===== src/rtl/usart_rx_defines.svh =====
`ifndef USART_RX_DEFINES_SVH
`define USART_RX_DEFINES_SVH

// Register byte offsets
`define DATA_OFFSET 5'h00
`define STATUS_OFFSET 5'h04
`define CTRL_B_OFFSET 5'h08
`define CTRL_C_OFFSET 5'h0C

// Status register bits
`define ST_RX_COMPLETE_BIT 7
`define ST_FRAME_ERR_BIT 4
`define ST_OVERRUN_BIT 3
`define ST_PARITY_ERR_BIT 2

// Control register B bits
`define CB_RX_IRQ_EN_BIT 7
`define CB_RX_ENABLE_BIT 4
`define CB_RX_NINTH_BIT 1
`define CB_TX_NINTH_BIT 0

// Control register C bits
`define CC_PARITY_EN_BIT 5
`define CC_PARITY_ODD_BIT 4
`define CC_STOP_SEL_BIT 3
`define CC_CHAR_SIZE_LSB 0

// Reset values and codes
`define CTRL_C_RESET 8'h03
`define CHAR_SIZE_NINE 3'h7
`define CHAR_SIZE_BASE 4'h5
`define NINE_BITS 4'h9
`define RESP_OKAY 2'h0
`define RESP_SLVERR 2'h2

`endif


===== src/rtl/usart_rx_pkg.sv =====
package usart_rx_pkg;

  typedef enum logic [1:0] {
    RX_IDLE,
    RX_DATA,
    RX_PARITY,
    RX_STOP
  } rx_state_type;

  typedef struct packed {
    logic ninth;
    logic [7:0] data;
    logic frame_err;
    logic overrun;
    logic parity_err;
  } rx_entry_type;

endpackage


===== src/rtl/rx_fifo.sv =====
`timescale 1ns/1ps
`default_nettype none

// Shift-style FIFO: entry 0 is always the head, so read data is a register
module rx_fifo #(
  parameter int WIDTH = 12,
  parameter int DEPTH = 2,
  parameter int CW = $clog2(DEPTH + 1)
) (
  // Clock and reset
  input wire logic aclk,
  input wire logic aresetn,
  // Control
  input wire logic flush,
  // Fill side
  input wire logic push_valid,
  output logic push_ready,
  input wire logic [WIDTH-1:0] push_data,
  // Drain side
  input wire logic pop,
  output logic [WIDTH-1:0] head_data,
  output logic empty
);

  logic [WIDTH-1:0] entry_reg [0:DEPTH-1];
  logic [CW-1:0] count_reg;
  logic do_pop;
  logic do_push;

  assign do_pop = pop && (count_reg != '0);
  assign do_push = push_valid && push_ready;
  assign push_ready = (count_reg != CW'(DEPTH)) || do_pop;
  assign head_data = entry_reg[0];
  assign empty = (count_reg == '0);

  always_ff @(posedge aclk)
  begin
    if (!aresetn || flush)
      count_reg <= '0;
    else if (do_push && !do_pop)
      count_reg <= count_reg + CW'(1);
    else if (do_pop && !do_push)
      count_reg <= count_reg - CW'(1);
  end

  genvar i;
  generate
    for (i = 0; i < DEPTH; i++)
    begin : g_entry
      logic [WIDTH-1:0] above;
      // Top slot refills with zeros, so an emptied head reads zero
      if (i == DEPTH - 1)
      begin : g_top
        assign above = '0;
      end
      else
      begin : g_mid
        assign above = entry_reg[i + 1];
      end
      always_ff @(posedge aclk)
      begin
        if (!aresetn || flush)
          entry_reg[i] <= '0;
        else if (do_pop && do_push)
          entry_reg[i] <= (CW'(i + 1) == count_reg) ? push_data : above;
        else if (do_pop)
          entry_reg[i] <= above;
        else if (do_push && CW'(i) == count_reg)
          entry_reg[i] <= push_data;
      end
    end
  endgenerate

endmodule

`default_nettype wire


===== src/rtl/usart_receive_buffer_flags.sv =====
// Contract
// - Reading data advances the FIFO; ninth bit and flags follow next frame.
// - Receive-complete reads one while unread data remains, else zero.
// - Clearing receiver enable flushes the buffer and clears receive-complete.
// - Interrupt requested continuously while flag set, enable and global on.
// - Error flags are stored with their frame and shown at read position.
// - Software writes never alter error flags; software writes them zero.
// - Receiver error flags never raise an interrupt.
// - Frame error is one when the first stop bit sampled zero.
// - Frame error ignores the stop-bit-count setting.
// - Overrun when buffer full, shift register waiting, and new start.
// - Overrun clears once a frame moves into the buffer.
// - Parity check only when enabled; odd select picks the sense.
// - Parity error stored only if enabled at reception; else reads zero.
// - Disabling the receiver is immediate; ongoing frame lost, pin released.
// - Unused upper data bits read zero for sizes below eight.
// - Frame transferred at first stop bit; second stop bit ignored.
`timescale 1ns/1ps
`default_nettype none
`include "usart_rx_defines.svh"

module usart_receive_buffer_flags #(
  parameter int ADDR_W = 5,
  parameter int FIFO_DEPTH = 2
) (
  // Clock and reset
  input wire logic aclk,
  input wire logic aresetn,
  // AXI4-Lite write address
  input wire logic [ADDR_W-1:0] awaddr,
  input wire logic awvalid,
  output logic awready,
  // AXI4-Lite write data
  input wire logic [31:0] wdata,
  input wire logic [3:0] wstrb,
  input wire logic wvalid,
  output logic wready,
  // AXI4-Lite write response
  output logic [1:0] bresp,
  output logic bvalid,
  input wire logic bready,
  // AXI4-Lite read address
  input wire logic [ADDR_W-1:0] araddr,
  input wire logic arvalid,
  output logic arready,
  // AXI4-Lite read data
  output logic [31:0] rdata,
  output logic [1:0] rresp,
  output logic rvalid,
  input wire logic rready,
  // Recovered bit stream from the clock and data recovery logic
  input wire logic rx_start_pulse,
  input wire logic rx_bit_pulse,
  input wire logic rx_bit_value,
  // Interrupt and pin control
  input wire logic global_irq_en,
  output logic rx_irq,
  output logic rx_pin_override
);

  localparam int ENTRY_W = $bits(usart_rx_pkg::rx_entry_type);
  // Named so its fields can be selected; a bare literal cannot be
  localparam logic [7:0] CTRL_C_INIT = `CTRL_C_RESET;

  // Output flops
  logic awready_reg;
  logic wready_reg;
  logic bvalid_reg;
  logic [1:0] bresp_reg;
  logic arready_reg;
  logic rvalid_reg;
  logic [1:0] rresp_reg;
  logic [31:0] rdata_reg;
  logic rx_irq_reg;
  logic rx_pin_override_reg;

  // Write channel holding
  logic aw_have_reg;
  logic [ADDR_W-1:0] awaddr_reg;
  logic w_have_reg;
  logic [7:0] wbyte_reg;
  logic wstrb0_reg;

  // Software controls
  logic rx_enable_bit;
  logic rx_complete_irq_en;
  logic tx_ninth_bit;
  logic [2:0] char_size_sel;
  logic parity_enable_bit;
  logic parity_odd_sel;
  logic stop_bit_count_sel;

  // Receiver state
  usart_rx_pkg::rx_state_type state_reg;
  logic [3:0] bit_cnt_reg;
  logic [3:0] nbits_reg;
  logic [8:0] shift_reg;
  logic frame_par_en_reg;
  logic frame_par_odd_reg;
  logic par_bit_reg;
  logic hold_valid_reg;
  usart_rx_pkg::rx_entry_type hold_reg;
  logic dor_pend_reg;

  // FIFO wiring
  usart_rx_pkg::rx_entry_type push_entry;
  usart_rx_pkg::rx_entry_type head;
  logic [ENTRY_W-1:0] head_vec;
  logic fifo_push;
  logic fifo_ready;
  logic fifo_empty;
  logic fifo_pop;
  logic flush;

  // Decoded handshakes, character size, parity and receive-complete flag
  logic do_write;
  logic ar_take;
  logic [3:0] char_bits;
  logic parity_calc;
  logic rx_complete_flag;

  assign awready = awready_reg;
  assign wready = wready_reg;
  assign bvalid = bvalid_reg;
  assign bresp = bresp_reg;
  assign arready = arready_reg;
  assign rvalid = rvalid_reg;
  assign rresp = rresp_reg;
  assign rdata = rdata_reg;
  assign rx_irq = rx_irq_reg;
  assign rx_pin_override = rx_pin_override_reg;

  assign head = usart_rx_pkg::rx_entry_type'(head_vec);
  assign rx_complete_flag = !fifo_empty;
  assign flush = !rx_enable_bit;
  assign do_write = aw_have_reg && w_have_reg && !bvalid_reg;
  assign ar_take = arvalid && arready_reg;
  assign fifo_pop = ar_take && (araddr == ADDR_W'(`DATA_OFFSET));
  assign fifo_push = hold_valid_reg && fifo_ready;

  always_comb
  begin
    push_entry = hold_reg;
    push_entry.overrun = dor_pend_reg;
  end

  always_comb
  begin
    if (char_size_sel == `CHAR_SIZE_NINE)
      char_bits = `NINE_BITS;
    else
      char_bits = `CHAR_SIZE_BASE + {2'h0, char_size_sel[1:0]};
  end

  assign parity_calc = (^shift_reg) ^ frame_par_odd_reg;

  rx_fifo #(
    .WIDTH(ENTRY_W),
    .DEPTH(FIFO_DEPTH)
  ) u_fifo (
    .aclk(aclk),
    .aresetn(aresetn),
    .flush(flush),
    .push_valid(fifo_push),
    .push_ready(fifo_ready),
    .push_data(push_entry),
    .pop(fifo_pop),
    .head_data(head_vec),
    .empty(fifo_empty)
  );

  // Write address and data are taken in either order
  always_ff @(posedge aclk)
  begin
    if (!aresetn)
    begin
      aw_have_reg <= 1'b0;
      awaddr_reg <= '0;
      awready_reg <= 1'b0;
      w_have_reg <= 1'b0;
      wbyte_reg <= 8'h00;
      wstrb0_reg <= 1'b0;
      wready_reg <= 1'b0;
    end
    else
    begin
      if (awvalid && awready_reg)
      begin
        aw_have_reg <= 1'b1;
        awaddr_reg <= awaddr;
        awready_reg <= 1'b0;
      end
      else if (do_write)
        aw_have_reg <= 1'b0;
      else if (!aw_have_reg && !bvalid_reg)
        awready_reg <= 1'b1;
      if (wvalid && wready_reg)
      begin
        w_have_reg <= 1'b1;
        wbyte_reg <= wdata[7:0];
        wstrb0_reg <= wstrb[0];
        wready_reg <= 1'b0;
      end
      else if (do_write)
        w_have_reg <= 1'b0;
      else if (!w_have_reg && !bvalid_reg)
        wready_reg <= 1'b1;
    end
  end

  // Write response is raised on the same edge as the register update
  always_ff @(posedge aclk)
  begin
    if (!aresetn)
    begin
      bvalid_reg <= 1'b0;
      bresp_reg <= `RESP_OKAY;
    end
    else if (do_write)
    begin
      bvalid_reg <= 1'b1;
      case (awaddr_reg)
        ADDR_W'(`DATA_OFFSET), ADDR_W'(`STATUS_OFFSET),
        ADDR_W'(`CTRL_B_OFFSET), ADDR_W'(`CTRL_C_OFFSET):
          bresp_reg <= `RESP_OKAY;
        default:
          bresp_reg <= `RESP_SLVERR;
      endcase
    end
    else if (bvalid_reg && bready)
      bvalid_reg <= 1'b0;
  end

  // Control registers; status writes are accepted but change nothing
  // status writes ignored
  always_ff @(posedge aclk)
  begin
    if (!aresetn)
    begin
      rx_enable_bit <= 1'b0;
      rx_complete_irq_en <= 1'b0;
      tx_ninth_bit <= 1'b0;
      char_size_sel <= CTRL_C_INIT[`CC_CHAR_SIZE_LSB +: 3];
      parity_enable_bit <= CTRL_C_INIT[`CC_PARITY_EN_BIT];
      parity_odd_sel <= CTRL_C_INIT[`CC_PARITY_ODD_BIT];
      stop_bit_count_sel <= CTRL_C_INIT[`CC_STOP_SEL_BIT];
    end
    else if (do_write && wstrb0_reg)
    begin
      if (awaddr_reg == ADDR_W'(`CTRL_B_OFFSET))
      begin
        rx_complete_irq_en <= wbyte_reg[`CB_RX_IRQ_EN_BIT];
        rx_enable_bit <= wbyte_reg[`CB_RX_ENABLE_BIT];
        tx_ninth_bit <= wbyte_reg[`CB_TX_NINTH_BIT];
      end
      if (awaddr_reg == ADDR_W'(`CTRL_C_OFFSET))
      begin
        parity_enable_bit <= wbyte_reg[`CC_PARITY_EN_BIT];
        parity_odd_sel <= wbyte_reg[`CC_PARITY_ODD_BIT];
        stop_bit_count_sel <= wbyte_reg[`CC_STOP_SEL_BIT];
        char_size_sel <= wbyte_reg[`CC_CHAR_SIZE_LSB +: 3];
      end
    end
  end

  // Read channel: data captured at the address handshake
  always_ff @(posedge aclk)
  begin
    if (!aresetn)
    begin
      arready_reg <= 1'b0;
      rvalid_reg <= 1'b0;
      rresp_reg <= `RESP_OKAY;
      rdata_reg <= 32'h0000_0000;
    end
    else if (ar_take)
    begin
      arready_reg <= 1'b0;
      rvalid_reg <= 1'b1;
      rresp_reg <= `RESP_OKAY;
      rdata_reg <= 32'h0000_0000;
      case (araddr)
        ADDR_W'(`DATA_OFFSET):
          rdata_reg[7:0] <= head.data;
        ADDR_W'(`STATUS_OFFSET):
        begin
          rdata_reg[`ST_RX_COMPLETE_BIT] <= rx_complete_flag;
          rdata_reg[`ST_FRAME_ERR_BIT] <= head.frame_err;
          rdata_reg[`ST_OVERRUN_BIT] <= head.overrun;
          rdata_reg[`ST_PARITY_ERR_BIT] <= head.parity_err;
        end
        ADDR_W'(`CTRL_B_OFFSET):
        begin
          rdata_reg[`CB_RX_IRQ_EN_BIT] <= rx_complete_irq_en;
          rdata_reg[`CB_RX_ENABLE_BIT] <= rx_enable_bit;
          rdata_reg[`CB_RX_NINTH_BIT] <= head.ninth;
          rdata_reg[`CB_TX_NINTH_BIT] <= tx_ninth_bit;
        end
        ADDR_W'(`CTRL_C_OFFSET):
        begin
          rdata_reg[`CC_PARITY_EN_BIT] <= parity_enable_bit;
          rdata_reg[`CC_PARITY_ODD_BIT] <= parity_odd_sel;
          rdata_reg[`CC_STOP_SEL_BIT] <= stop_bit_count_sel;
          rdata_reg[`CC_CHAR_SIZE_LSB +: 3] <= char_size_sel;
        end
        default:
          rresp_reg <= `RESP_SLVERR;
      endcase
    end
    else if (rvalid_reg && rready)
      rvalid_reg <= 1'b0;
    else if (!rvalid_reg)
      arready_reg <= 1'b1;
  end

  // Frame assembly; a frame ends at its first stop bit
  always_ff @(posedge aclk)
  begin
    if (!aresetn)
    begin
      state_reg <= usart_rx_pkg::RX_IDLE;
      bit_cnt_reg <= 4'h0;
      nbits_reg <= 4'h0;
      shift_reg <= 9'h000;
      frame_par_en_reg <= 1'b0;
      frame_par_odd_reg <= 1'b0;
      par_bit_reg <= 1'b0;
    end
    else if (!rx_enable_bit)
      state_reg <= usart_rx_pkg::RX_IDLE;
    else
    begin
      unique case (state_reg)
        usart_rx_pkg::RX_IDLE:
          // A start with full buffer and waiting frame is lost
          if (rx_start_pulse && (fifo_ready || !hold_valid_reg))
          begin
            state_reg <= usart_rx_pkg::RX_DATA;
            bit_cnt_reg <= 4'h0;
            nbits_reg <= char_bits;
            shift_reg <= 9'h000;
            frame_par_en_reg <= parity_enable_bit;
            frame_par_odd_reg <= parity_odd_sel;
          end
        usart_rx_pkg::RX_DATA:
          if (rx_bit_pulse)
          begin
            shift_reg[bit_cnt_reg] <= rx_bit_value;
            bit_cnt_reg <= bit_cnt_reg + 4'h1;
            if (bit_cnt_reg + 4'h1 == nbits_reg)
              state_reg <= frame_par_en_reg ? usart_rx_pkg::RX_PARITY
                                            : usart_rx_pkg::RX_STOP;
          end
        usart_rx_pkg::RX_PARITY:
          if (rx_bit_pulse)
          begin
            par_bit_reg <= rx_bit_value;
            state_reg <= usart_rx_pkg::RX_STOP;
          end
        usart_rx_pkg::RX_STOP:
          if (rx_bit_pulse)
            state_reg <= usart_rx_pkg::RX_IDLE;
      endcase
    end
  end

  // Completed frame waits here when the buffer is full
  always_ff @(posedge aclk)
  begin
    if (!aresetn || !rx_enable_bit)
    begin
      hold_valid_reg <= 1'b0;
      hold_reg <= '0;
    end
    else if (state_reg == usart_rx_pkg::RX_STOP && rx_bit_pulse)
    begin
      hold_valid_reg <= 1'b1;
      hold_reg.data <= shift_reg[7:0];
      hold_reg.ninth <= shift_reg[8];
      hold_reg.frame_err <= !rx_bit_value;
      hold_reg.parity_err <= frame_par_en_reg &&
                             (parity_calc != par_bit_reg);
      hold_reg.overrun <= 1'b0;
    end
    else if (fifo_push)
      hold_valid_reg <= 1'b0;
  end

  // Overrun pending travels with the next frame that gets in
  always_ff @(posedge aclk)
  begin
    if (!aresetn || !rx_enable_bit)
      dor_pend_reg <= 1'b0;
    else if (state_reg == usart_rx_pkg::RX_IDLE && rx_start_pulse &&
             hold_valid_reg && !fifo_ready)
      dor_pend_reg <= 1'b1;
    else if (fifo_push)
      dor_pend_reg <= 1'b0;
  end

  // Level request; error flags deliberately play no part
  always_ff @(posedge aclk)
  begin
    if (!aresetn)
    begin
      rx_irq_reg <= 1'b0;
      rx_pin_override_reg <= 1'b0;
    end
    else
    begin
      rx_irq_reg <= rx_complete_flag && rx_complete_irq_en &&
                    global_irq_en && !flush;
      rx_pin_override_reg <= rx_enable_bit;
    end
  end

endmodule

`default_nettype wire


===== config.mk =====
export PLATFORM = sky130hd
export DESIGN_NAME = usart_receive_buffer_flags
export DESIGN_NICKNAME = d
export VERILOG_FILES = /design/src/rtl/usart_rx_pkg.sv /design/src/rtl/rx_fifo.sv /design/src/rtl/usart_receive_buffer_flags.sv
export VERILOG_INCLUDE_DIRS = /design/src /design/src/rtl
export SDC_FILE = /design/constraint.sdc
export NUM_CORES = 1
export LEC_CHECK = 0
export BUFFER_PORTS_ARGS = -buffer_cell sky130_fd_sc_hd__buf_2
export CAP_MARGIN = 0
export CORE_MARGIN = 2
export CORE_UTILIZATION = 45
export CTS_BUF_LIST = sky130_fd_sc_hd__clkbuf_4 sky130_fd_sc_hd__clkbuf_8 sky130_fd_sc_hd__clkbuf_16
export DETAILED_ROUTE_END_ITERATION = 10
export GPL_TIMING_DRIVEN = 0
export PLACE_DENSITY = 0.72
export SYNTH_ARGS = -nofsm -noshare
export SYNTH_HDL_FRONTEND = slang
export SYNTH_SLANG_ARGS = --single-unit

===== constraint.sdc =====
create_clock -name aclk -period 3.39 [get_ports aclk]
set_input_delay 0.1695 -clock aclk [delete_from_list [all_inputs] [get_ports aclk]]
set_output_delay 0.1695 -clock aclk [all_outputs]
set_load 0.05 [all_outputs]

# After elaboration in Yosys (flattened, before gate mapping)
# Memory sizes are Yosys's and may differ from the RTL's.
# Cells that the tools add are included.
[classes]
addsub = 4
multipliers = 0
div = 0
magnitude_cmp = 2
n_eq_ne = 20
shift = 0
muxes = 64
bitwise_logic = 11
n_reduce_logical = 72
[ops]
columns = ["cell", "count"]
rows = [
  ["$mux 12", 8],
  ["$mux 1", 32],
  ["$logic_and 1x1->1", 29],
  ["$eq 5x4->1 const B", 4],
  ["$mux 2", 9],
  ["$mux 9", 2],
  ["$pmux 9 s2", 1],
  ["$reduce_bool 2->1", 9],
  ["$mux 4", 3],
  ["$ne 2x2->1 const B", 6],
  ["$pmux 2 s3", 2],
  ["$reduce_and 2->1", 6],
  ["$logic_not 1->1", 11],
  ["$eq 5x3->1 const B", 2],
  ["$logic_not 5->1", 2],
  ["$bwmux 9", 1],
  ["$reduce_xor 9->1", 1],
  ["$pmux 2 s4", 1],
  ["$pmux 4 s2", 1],
  ["$reduce_or 4->1", 2],
  ["$or 1x1->1", 6],
  ["$reduce_and 3->1", 2],
  ["$reduce_or 2->1", 3],
  ["$lt 4x5->1 const B", 1],
  ["22 further kinds", 29],
]
[totals]
regBits = 81
latch_bits = 0
ram_bits = 24
rom_bits = 0
n_memories = 1
[mem_list]
columns = ["memory", "words", "word_bits", "rd", "rd_clocked_by_memory_dff", "wr", "line", "text"]
rows = [
  ["u_fifo.entry_reg", 2, 12, 2, 0, 2, "rx_fifo.sv:25", "logic [WIDTH-1:0] entry_reg [0:DEPTH-1];"],
]

# Logic depth before layout (Yosys ltp)
# Gate-level depths: netlist of run 1.
[logic_depth]
word_depth = 13
ltp_mapped = 13
depth_no_buf = 12

# Hierarchy
# From an unflattened synthesis of run 1, not the netlist that was laid out.
[hier_totals]
cells_unflattened = 496
hier_area_um2 = 4906.0
[by_module_without_submodules]
columns = ["mod", "n_inst", "cells_each", "area_per_inst_um2", "seq_area_each_um2"]
rows = [
  ["usart_receive_buffer_flags", 1, 415, 3713.6, 1521.5],
  ["rx_fifo", 1, 81, 1192.4, 760.7],
]

# Worst setup path after synthesis of run 1
# OpenSTA, ideal clock, no wires.
[synth_timing]
path_kind = "reg2reg"
startpoint = "register arready_reg (netlist: arready)"
endpoint = "memory u_fifo.entry_reg[0][0], enable pin"
setup_time_ps = 416
t_arrival_ps = 2240
setup_slack_ps = 734
path_stages_with_launch = 9
n_path_buf = 0
path_cell_list = "dfxtp_1 and4bb_2 nand2_4 nand2_1 and2_1 inv_1 ha_1 nor3_1 o21ai_0"
[synth_rtl]
columns = ["item", "line", "text"]
rows = [
  ["start: declaration", "usart_receive_buffer_flags.sv:70", "logic arready_reg;"],
  ["start signal: assignment", "usart_receive_buffer_flags.sv:271", "arready_reg <= 1'b0;"],
  ["start signal: assignment", "usart_receive_buffer_flags.sv:278", "arready_reg <= 1'b0;"],
  ["start signal: assignment", "usart_receive_buffer_flags.sv:313", "arready_reg <= 1'b1;"],
  ["end: declaration", "rx_fifo.sv:25", ""],
]

==> insert_results.sql, run 1 <==
INSERT INTO impl_metrics (metric_group, metric, value, unit) VALUES
('outcome', 'outcome', 'finished clean', ''),
('global_routing', 'grt_overflow', '0', ''),
('timing', 'setup_tns', '0', 'ns'),
('cts', 'cts.repair_timing.setup_buffer_count', '0', ''),
('yosys', 'yosys.cell_count.top_type', 'sky130_fd_sc_hd__dfxtp_1', ''),
('finish', 'final_cell_count_no_fill', '744', ''),
('global_routing', 'grt_start_max_net_pins', '18', ''),
('drt', 'number_of_antenna_violating_nets_in_the_routed_design', '0', ''),
('global_routing', 'global_route_wire_length_before_repair', '17.2', 'mm'),
('timing', 'worst_slew_pin_slew', '0.956', 'ns'),
('pwr', 'netSwitchingPower', '584', 'uW'),
('yosys', 'netlist-cell-type-count', '57', ''),
('worst_setup_path', 'endpoint_kind', 'register', ''),
('timing', 'final-hold-violation-count', '0', ''),
('timing', 'layout_setup_ws', '0.468', 'ns'),
('cts', 'clk_transition_reported_paths', '0.10', 'ns'),
('pwr', 'sequential_group_share_of_total_power', '54.0', '%'),
('drt', 'finalWirelength', '10.2', 'mm'),
('finish', 'insertedDiodeCount', '0', ''),
('timing', 'rsz0062_at_grt', 'false', ''),
('yosys', 'synth.cell_area', '0.00489', 'sq mm'),
('finish', 'final_core_utilization', '52.4', '%'),
('place', 'place_ws', '0.450', 'ns'),
('worst_setup_path', 'critical_path_class', 'register to register', ''),
('timing', 'finalClockSkew', '0.0120', 'ns'),
('cts', 'postCtsHoldBufs', '0', ''),
('min_path', 'hold_class', 'input pin to register', ''),
('place', 'placed_cells', '728', ''),
('global_routing', 'first_global_vias', '3575', ''),
('worst_setup_path', 'slowest_stage', 'sky130_fd_sc_hd__o31ai_1', ''),
('yosys', 'synth_top_flop_cell', 'sky130_fd_sc_hd__dfxtp_1', ''),
('pwr', 'power.density_cell_area', '418', 'mW/mm^2'),
('finish', 'layout-drive-gt1-share', '18.4', '%'),
('pwr', 'clock_power_share', '37.2', '%'),
('floorplan', 'core', '0.0107', 'sq mm'),
('worst_setup_path', 'required', '3.50', 'ns'),
('floorplan', 'die_width', '108', 'microns'),
('drt', 'drt_iter0_markers', '160', ''),
('finish', 'n_fill_cell', '996', ''),
('worst_setup_path', 'critical_path_arrival', '3.03', 'ns'),
('yosys', 'yosysTopAreaCellShare', '31.9', '%'),
('pwr', 'power_switching_share', '24.9', '%'),
('yosys', 'postSynthAreaPerCell', '9.40', 'sq um'),
('timing', 'report.final.setup_viol', '0', ''),
('drt', 'via_count', '3717', ''),
('worst_setup_path', 'worst-path-max-fanout', '10', ''),
('flow_run', 'max-cap-violations', '0', ''),
('min_path', 'worst_hold_startpoint', 'global_irq_en', ''),
('floorplan', 'initial_core_util', '45.7', '%'),
('global_routing', 'grt_use_total', '18.7', '%'),
('pwr', 'p_total', '2.34', 'mW'),
('floorplan', 'std_cell_rows', '38', ''),
('pwr', 'internal_power', '1.76', 'mW'),
('yosys', 'netlist_instances', '520', ''),
('finish', 'area_delta_synth_final', '14.8', '%'),
('pwr', 'max-vdd-ir-drop', '204', 'uV'),
('place', 'place_congestion', '0.818', ''),
('worst_setup_path', 'cells_traversed_along_the_worst_timing_path', 'inv_1, ha_1, nor4_4, nand2_4, nand2_1, and2_1, inv_1, ha_1, o31ai_1, clkbuf_1, nor2_1', ''),
('pwr', 'leakage', '2.39', 'nW'),
('drt', 'detail_route.vias_per_cell', '5.00', ''),
('cts', 'clk_latency', '0.37', 'ns'),
('finish', 'fin_nets', '673', ''),
('cts', 'clock_tree.buffer_depth', '2', ''),
('drt', 'post_drt_wl_per_cell', '13.7', 'microns'),
('drt', 'drt_drc_violations_left', '0', ''),
('place', 'place_area', '0.00537', 'sq mm'),
('timing', 'max_freq', '342', 'MHz'),
('cts', 'clk_root_buffer_cell', 'sky130_fd_sc_hd__clkbuf_8', ''),
('worst_setup_path', 'r2r_start', 'u_fifo.count_reg[0]', ''),
('floorplan', 'ioPinCount', '100', ''),
('global_routing', 'antenna_found_initial', '0', '');
-- layout make-up --
| class | count | area, sq um | share of cell area, % |
|---|---|---|---|
| multi-input cells | 375 | 2330 | 41.6 |
| clock buffers | 12 | 181 | 3.23 |
| well taps | 140 | 175 | 3.12 |
| plain buffers | 51 | 303 | 5.40 |
| repair buffers | 43 | 215 | 3.84 |
| clock inverters | 4 | 56.3 | 1.00 |
| inverters | 17 | 63.8 | 1.14 |
| flip-flops and latches | 102 | 2280 | 40.7 |
-- critical path, delay by kind of cell (launching register included) --
| kind | cells | cell delay [ns] |
|---|---|---|
| flip-flops | 1 | 0.38 |
| buffers and inverters | 3 | 0.51 |
| adder cells (fa/ha/maj) | 2 | 0.52 |
| AO/OA/AOI/OAI | 1 | 0.42 |
| AND/OR/NAND/NOR | 5 | 0.83 |
-- power by group through the flow --
stage,combinational (mW),clock (mW),sequential (mW)
after global placement,0.203,0,1.29
after CTS,0.206,0.888,1.26
after global routing,0.223,0.941,1.27
final,0.207,0.872,1.26
after floorplan,0.141,0,1.31
after detailed placement,0.205,0,1.29
-- cell families after synthesis --
family / after synthesis / synth area share, %
compound gates: 97 / 12.1
mux: 33 / 7.06
simple gates: 186 / 18.8
flops: 102 / 46.7
other cells: 1 / 0.0767
buf+inv: 68 / 7.50
fa+ha+maj: 17 / 4.35
xor+xnor: 16 / 3.43
-- cells in the final DEF (no fill, tap or decap), types with 2 or more instances in the layout --
cell type / Yosys / routed
sky130_fd_sc_hd__and2_1: 15 / 15
sky130_fd_sc_hd__xnor2_1: 9 / 9
sky130_fd_sc_hd__and4b_1: 2 / 2
sky130_fd_sc_hd__dfxtp_1: 78 / 78
sky130_fd_sc_hd__or2_2: 2 / 2
sky130_fd_sc_hd__clkbuf_8: 0 / 9
sky130_fd_sc_hd__xnor3_1: 2 / 2
sky130_fd_sc_hd__conb_1: 1 / 26
sky130_fd_sc_hd__mux2_2: 2 / 2
sky130_fd_sc_hd__nor2_1: 49 / 49
sky130_fd_sc_hd__inv_1: 16 / 16
sky130_fd_sc_hd__a211oi_1: 5 / 5
sky130_fd_sc_hd__nand3b_1: 2 / 2
sky130_fd_sc_hd__a22oi_1: 7 / 7
sky130_fd_sc_hd__a21oi_1: 44 / 44
sky130_fd_sc_hd__xor2_1: 5 / 5
sky130_fd_sc_hd__mux2i_1: 30 / 30
sky130_fd_sc_hd__buf_1: 4 / 4
sky130_fd_sc_hd__a22o_1: 2 / 2
sky130_fd_sc_hd__nor3_1: 7 / 7
sky130_fd_sc_hd__o221a_2: 2 / 2
sky130_fd_sc_hd__buf_2: 4 / 47
sky130_fd_sc_hd__nand3_1: 26 / 26
sky130_fd_sc_hd__nand2_1: 63 / 63
sky130_fd_sc_hd__ha_1: 17 / 17
sky130_fd_sc_hd__nor2b_1: 5 / 5
sky130_fd_sc_hd__buf_4: 28 / 28
sky130_fd_sc_hd__clkbuf_1: 14 / 14
sky130_fd_sc_hd__clkbuf_16: 0 / 2
sky130_fd_sc_hd__o21ai_0: 14 / 13
sky130_fd_sc_hd__nand2b_1: 5 / 5
sky130_fd_sc_hd__edfxtp_1: 24 / 24
sky130_fd_sc_hd__o21ai_1: 9 / 10
sky130_fd_sc_hd__a21oi_2: 2 / 2
-- layer usage --
layer,share of wire [%],routed length [microns],vias to the layer above,global-route usage (%)
li1,-,-,1893,-
met3,4.5,463,22,2.77
met4,2.5,257,0,8.88
met5,0,0,-,0
met1,46,4690,1724,24.4
met2,47,4770,78,30.6
-- worst paths after layout --
kind	to	slack [ns]	cells past startpoint
worst max-delay path	u_fifo.entry_reg[0][9]	0.47	11
worst max register to register	u_fifo.entry_reg[0][9]	0.47	11
worst min register to register	wbyte_reg[2]	0.47	2
worst min-delay path	rx_irq	0.04	3
Power figures use the tool's default switching activity.
==> inputs of run 2 (changes only) <==
clock period = 2.7 ns   (was 3.39 ns; I/O delays follow)
==> insert_results.sql, run 2 (synthesis gave the netlist of run 1 again) <==
INSERT INTO impl_metrics (metric_group, metric, value, unit) VALUES
('timing', 'report.final.setup_viol', '0', ''),
('timing', 'max_freq', '396', 'MHz'),
('pwr', 'netSwitchingPower', '737', 'uW'),
('timing', 'finalClockSkew', '0.0123', 'ns'),
('place', 'placed_cells', '728', ''),
('timing', 'layout_setup_ws', '0.178', 'ns'),
('cts', 'clock-sinks', '102', ''),
('drt', 'via_count', '3763', ''),
('floorplan', 'initial_core_util', '45.7', '%'),
('finish', 'final_cell_count_no_fill', '748', ''),
('global_routing', 'global_route_wire_length_before_repair', '17.3', 'mm'),
('timing', 'final-hold-violation-count', '0', ''),
('worst_setup_path', 'worst-path-max-fanout', '10', ''),
('floorplan', 'die_width', '108', 'microns'),
('drt', 'post_drt_wl_per_cell', '13.8', 'microns'),
('finish', 'insertedDiodeCount', '0', ''),
('global_routing', 'grt_start_max_net_pins', '18', ''),
('drt', 'drt_drc_violations_left', '0', ''),
('min_path', 'whs_path_depth', '3', ''),
('finish', 'layout-drive-gt1-share', '20.6', '%'),
('worst_setup_path', 'worstRegToRegCells', '12', ''),
('cts', 'cts_tree', 'yes', ''),
('timing', 'final_period_minus_worst_setup_slack', '2.52', 'ns'),
('floorplan', 'ioPinCount', '100', ''),
('floorplan', 'core', '0.0107', 'sq mm'),
('pwr', 'power.share.combinational', '8.8', '%'),
('timing', 'worst_slew_pin_slew', '0.659', 'ns'),
('cts', 'ctsHtreeMaxLevel', '3', ''),
('min_path', 'hold_class', 'input pin to register', ''),
('global_routing', 'antenna_found_initial', '0', ''),
('finish', 'area_delta_synth_final', '16.6', '%'),
('finish', 'leading_cell_type_in_the_layout_fill_and_taps_excluded', 'sky130_fd_sc_hd__dfxtp_1', ''),
('pwr', 'max-vdd-ir-drop', '257', 'uV'),
('worst_setup_path', 'cells_traversed_along_the_worst_timing_path', 'inv_1, ha_2, nor4_4, nand2_4, nand2_1, and2_2, ha_4, nor4_1, a21oi_2, buf_6, mux2i_1, nor2_1', ''),
('place', 'place_ws', '-0.240', 'ns'),
('pwr', 'power.density_cell_area', '517', 'mW/mm^2'),
('timing', 'setup_tns', '0', 'ns'),
('floorplan', 'die_y_extent', '108', 'microns'),
('place', 'hpwlAfterDp', '7.76', 'mm'),
('drt', 'detailedRoute.firstPassIterationCount', '4', ''),
('worst_setup_path', 'endpoint_kind', 'register', ''),
('worst_setup_path', 'slowest_stage', 'sky130_fd_sc_hd__dfxtp_1', ''),
('floorplan', 'die_area', '0.0117', 'sq mm'),
('worst_setup_path', 'critical_path_arrival', '2.65', 'ns'),
('outcome', 'outcome', 'finished clean', ''),
('cts', 'clk_root_buffer_cell', 'sky130_fd_sc_hd__clkbuf_8', ''),
('global_routing', 'grt_use_total', '18.8', '%'),
('cts', 'clk_transition_reported_paths', '0.10', 'ns'),
('timing', 'drv_slew', '0', ''),
('drt', 'number_of_antenna_violating_nets_in_the_routed_design', '0', ''),
('global_routing', 'grt_overflow', '0', ''),
('pwr', 'leakage', '2.42', 'nW'),
('worst_setup_path', 'critical_path.startpoint_type', 'register', ''),
('worst_setup_path', 'critical_path_class', 'register to register', ''),
('timing', 'slew_headroom', '56.1', '%'),
('worst_setup_path', 'worst_path_largest_cell_delay', '0.38', 'ns'),
('finish', 'fin_nets', '677', ''),
('cts', 'clock_tree.buffer_depth', '2', ''),
('flow_run', 'max-cap-violations', '0', ''),
('pwr', 'clock_power_share', '37.3', '%'),
('drt', 'drt_iter0_markers', '186', ''),
('timing', 'timing.hold.ws', '0.00619', 'ns'),
('place', 'place_congestion', '0.818', ''),
('worst_setup_path', 'required', '2.83', 'ns'),
('place', 'placement.io_buffers', '43', ''),
('finish', 'final_cell_mix', 'sky130_fd_sc_hd__dfxtp_1, sky130_fd_sc_hd__nand2_1, sky130_fd_sc_hd__nor2_1, sky130_fd_sc_hd__buf_2, sky130_fd_sc_hd__a21oi_1', ''),
('cts', 'number_of_buffers_inserted_during_clock_tree_synthesis', '9', ''),
('drt', 'finalWirelength', '10.3', 'mm'),
('finish', 'largest_reg_flops', '24', ''),
('pwr', 'sequential_group_share_of_total_power', '53.9', '%'),
('global_routing', 'first_global_vias', '3589', ''),
('timing', 'rsz0062_at_grt', 'false', ''),
('floorplan', 'std_cell_rows', '38', ''),
('cts', 'clk_latency', '0.38', 'ns'),
('pwr', 'power_switching_share', '25.0', '%'),
('pwr', 'internal_power', '2.21', 'mW'),
('timing', 'timing.final.crit_share', '93.4', '%'),
('drt', 'detail_route.vias_per_cell', '5.03', '');
## run 2: critical path, delay by kind of cell (launching register included)
kind | cells | cell delay [ns]
mux | 1 | 0.21
buf+inv | 2 | 0.27
fa+ha+maj | 2 | 0.42
flops | 1 | 0.38
simple gates | 6 | 0.83
compound gates | 1 | 0.16
## run 2: final timing paths
path,startpoint,to,slack (ns)
setup / recovery,u_fifo.count_reg[0],u_fifo.entry_reg[0][9],0.18
hold / removal,wdata[7],wbyte_reg[7],0.006
setup reg to reg,u_fifo.count_reg[0],u_fifo.entry_reg[0][9],0.18
hold reg to reg,wbyte_reg[2],wbyte_reg[2],0.47
## run 2: repair_timing
action,in CTS,in global routing
setup endpoints to repair,32,46
hold buffers,1,0
pin swaps,1,1
hold endpoints to repair,1,0
setup buffers,2,1
gates resized for setup,8,11
## run 2: final cells by class
class                      count  area [sq um]
fill                         978          5000
multi-input combinational    375          2380
sequential                   102          2280
buffer                        51           314
timing repair buffer          47           248
clock buffer                  12           181
tap                          140           175
inverter                      17          63.8
clock inverter                 4          56.3
## run 2: power by group through the flow
stage	Clock, mW	Combinational, mW	Sequential [mW]
after floorplan	0	0.177	1.65
after global placement	0	0.255	1.62
after detailed placement	0	0.258	1.62
after CTS	1.12	0.259	1.59
after global routing	1.18	0.282	1.59
final	1.10	0.260	1.59
## run 2: metrics by stage
step           cell area (sq um)  util [%]  power [mW]
3_5_place_dp                5370      50.2        1.88
2_1_floorplan               4980         -        1.82
5_1_grt                     5700      53.3        3.05
6_report                    5700      53.3        2.95
3_3_place_gp                5370      50.2        1.88
4_1_cts                     5650      52.9        2.96
## run 2: routing by layer
metal	up-vias	wire length [microns]	track usage, %
li1	1902	-	-
met1	1751	4710	24.4
met2	89	4850	31.0
met3	21	504	2.77
met4	0	271	8.88
met5	-	0	0
==> inputs of run 3 (changes only) <==
CORE_UTILIZATION = 40   (was 45)
PLACE_DENSITY = 0.65   (was 0.72)
clock period = 3.2 ns   (was 2.7 ns; I/O delays follow)
==> insert_results.sql, run 3 (synthesis gave the netlist of run 1 again) <==
INSERT INTO impl_metrics (metric_group, metric, value, unit) VALUES
('finish', 'fin_nets', '673', ''),
('drt', 'drt_iter0_markers', '283', ''),
('pwr', 'power_switching_share', '24.7', '%'),
('worst_setup_path', 'endpoint_kind', 'register', ''),
('finish', 'largest_reg_flops', '24', ''),
('timing', 'slew_headroom', '34.7', '%'),
('drt', 'via_count', '3709', ''),
('flow_run', 'max-cap-violations', '0', ''),
('global_routing', 'grt_use_total', '16.5', '%'),
('worst_setup_path', 'slowest_stage', 'sky130_fd_sc_hd__o31ai_1', ''),
('place', 'hpwlAfterDp', '8.00', 'mm'),
('cts', 'cts_tree', 'yes', ''),
('cts', 'clock-sinks', '102', ''),
('finish', 'insertedDiodeCount', '0', ''),
('timing', 'layout_setup_ws', '0.311', 'ns'),
('cts', 'clock_tree.buffer_depth', '2', ''),
('pwr', 'netSwitchingPower', '651', 'uW'),
('pwr', 'max-vdd-ir-drop', '246', 'uV'),
('floorplan', 'std_cell_rows', '40', ''),
('floorplan', 'initial_core_util', '40.9', '%'),
('floorplan', 'die_y_extent', '115', 'microns'),
('drt', 'detailedRoute.firstPassIterationCount', '5', ''),
('timing', 'finalClockSkew', '0.00851', 'ns'),
('finish', 'final_core_utilization', '47.4', '%'),
('timing', 'final-hold-violation-count', '0', ''),
('place', 'place_ws', '0.317', 'ns'),
('timing', 'rsz0062_at_grt', 'false', ''),
('cts', 'clk_root_buffer_cell', 'sky130_fd_sc_hd__clkbuf_16', ''),
('worst_setup_path', 'worst_path_largest_cell_delay', '0.39', 'ns'),
('timing', 'max_freq', '346', 'MHz'),
('timing', 'timing.final.crit_share', '90.3', '%'),
('timing', 'final_period_minus_worst_setup_slack', '2.89', 'ns'),
('global_routing', 'global_route_wire_length_before_repair', '16.9', 'mm'),
('pwr', 'internal_power', '1.98', 'mW'),
('finish', 'leading_cell_type_in_the_layout_fill_and_taps_excluded', 'sky130_fd_sc_hd__dfxtp_1', ''),
('worst_setup_path', 'critical_path.startpoint_type', 'register', ''),
('worst_setup_path', 'critical_path_class', 'register to register', ''),
('place', 'placement.io_buffers', '43', ''),
('finish', 'layout-drive-gt1-share', '18.4', '%'),
('cts', 'ctsHtreeMaxLevel', '3', ''),
('floorplan', 'die_area', '0.0131', 'sq mm'),
('worst_setup_path', 'cells_traversed_along_the_worst_timing_path', 'inv_1, ha_1, nor4_4, nand2_4, nand2_1, and2_1, inv_1, ha_1, o31ai_1, clkbuf_1, nor2_1', ''),
('outcome', 'outcome', 'finished clean', ''),
('cts', 'cts.repair.resized', '0', ''),
('global_routing', 'grt_start_max_net_pins', '17', ''),
('pwr', 'power.share.combinational', '8.3', '%'),
('place', 'place_congestion', '0.838', ''),
('pwr', 'clock_power_share', '40.9', '%'),
('finish', 'area_delta_synth_final', '16.1', '%'),
('cts', 'postCtsHoldBufs', '0', ''),
('floorplan', 'ioPinCount', '100', ''),
('worst_setup_path', 'critPathBufInv', '3', ''),
('drt', 'drt_drc_violations_left', '0', ''),
('finish', 'n_fill_cell', '1137', ''),
('cts', 'clk_latency', '0.35', 'ns'),
('floorplan', 'die_width', '115', 'microns'),
('floorplan', 'core', '0.0120', 'sq mm'),
('drt', 'finalWirelength', '10.5', 'mm'),
('cts', 'clk_transition_reported_paths', '0.07', 'ns'),
('global_routing', 'first_global_vias', '3558', ''),
('drt', 'detail_route.vias_per_cell', '4.94', ''),
('pwr', 'power.density_cell_area', '464', 'mW/mm^2'),
('min_path', 'hold_class', 'input pin to register', ''),
('pwr', 'leakage', '2.42', 'nW'),
('worst_setup_path', 'critical_path_arrival', '2.98', 'ns'),
('worst_setup_path', 'worst-path-max-fanout', '10', ''),
('timing', 'report.final.setup_viol', '0', ''),
('timing', 'setup_tns', '0', 'ns'),
('global_routing', 'grt_overflow', '0', ''),
('worst_setup_path', 'crit_family', 'simple AND/OR/NAND/NOR gates', ''),
('cts', 'number_of_buffers_inserted_during_clock_tree_synthesis', '9', ''),
('global_routing', 'antenna_found_initial', '0', ''),
('finish', 'final_cell_mix', 'sky130_fd_sc_hd__dfxtp_1, sky130_fd_sc_hd__nand2_1, sky130_fd_sc_hd__nor2_1, sky130_fd_sc_hd__buf_2, sky130_fd_sc_hd__a21oi_1', ''),
('cts', 'cts.repair_timing.setup_buffer_count', '0', ''),
('timing', 'drv_slew', '0', ''),
('drt', 'number_of_antenna_violating_nets_in_the_routed_design', '0', ''),
('timing', 'worst_slew_pin_slew', '0.973', 'ns'),
('worst_setup_path', 'required', '3.29', 'ns'),
('pwr', 'sequential_group_share_of_total_power', '50.8', '%'),
('drt', 'post_drt_wl_per_cell', '14.0', 'microns');
[run 3: cell count changes in the layout (fill, tap and decap cells not counted), sizes merged]
cell         change
inv              -1
dlygate4sd3      -1
clkbuf           +2
bufinv           -1
buf              -5
clkinv           +2
[run 3: metrics by stage]
step	power [mW]	hold WS, ns	instance area, sq um	std cells
CTS	2.65	0.0436	5670	751
global placement	1.58	0.403	5380	735
global route	2.72	0.0570	5670	751
finish	2.64	0.0568	5670	751
detailed placement	1.59	0.408	5380	735
floorplan	1.54	0.256	4980	545
[run 3: layout make-up]
cell class,count,area [sq um],share of cell area [%]
Inverter,17,63.8,1.12
Tap cell,147,184,3.24
Clock buffer,12,265,4.67
Clock inverter,4,27.5,0.485
Multi-Input combinational cell,375,2330,41.1
Buffer,51,303,5.34
Timing Repair Buffer,43,215,3.79
Sequential cell,102,2280,40.2
[run 3: final timing paths]
kind / startpoint / endpoint / slack, ns / cells after the start
setup reg to reg: u_fifo.count_reg[0] / u_fifo.entry_reg[0][9] / 0.31 / 11
setup / recovery: u_fifo.count_reg[0] / u_fifo.entry_reg[0][9] / 0.31 / 11
hold reg to reg: wbyte_reg[2] / wbyte_reg[2] / 0.46 / 2
hold / removal: global_irq_en / rx_irq / 0.06 / 3
[run 3: metal layers]
layer / part of all wire, % / track usage [%]
met5: 0 / 0
met4: 1.8 / 7.24
met3: 4.7 / 4.13
met2: 46 / 26.9
met1: 47 / 20.8
[run 3: tightest hold or removal path: cells and delay by family]
family,cells,cell delay [ns]
buffers and inverters,1,0.10
AND/OR/NAND/NOR,2,0.10
[run 3: power by group through the flow]
stage          Clock [mW]  Sequential [mW]  Combinational [mW]
2_1_floorplan           0             1.39               0.149
3_3_place_gp            0             1.37               0.217
3_5_place_dp            0             1.37               0.219
4_1_cts              1.09             1.34               0.219
5_1_grt              1.14             1.34               0.235
6_report             1.08             1.34               0.220
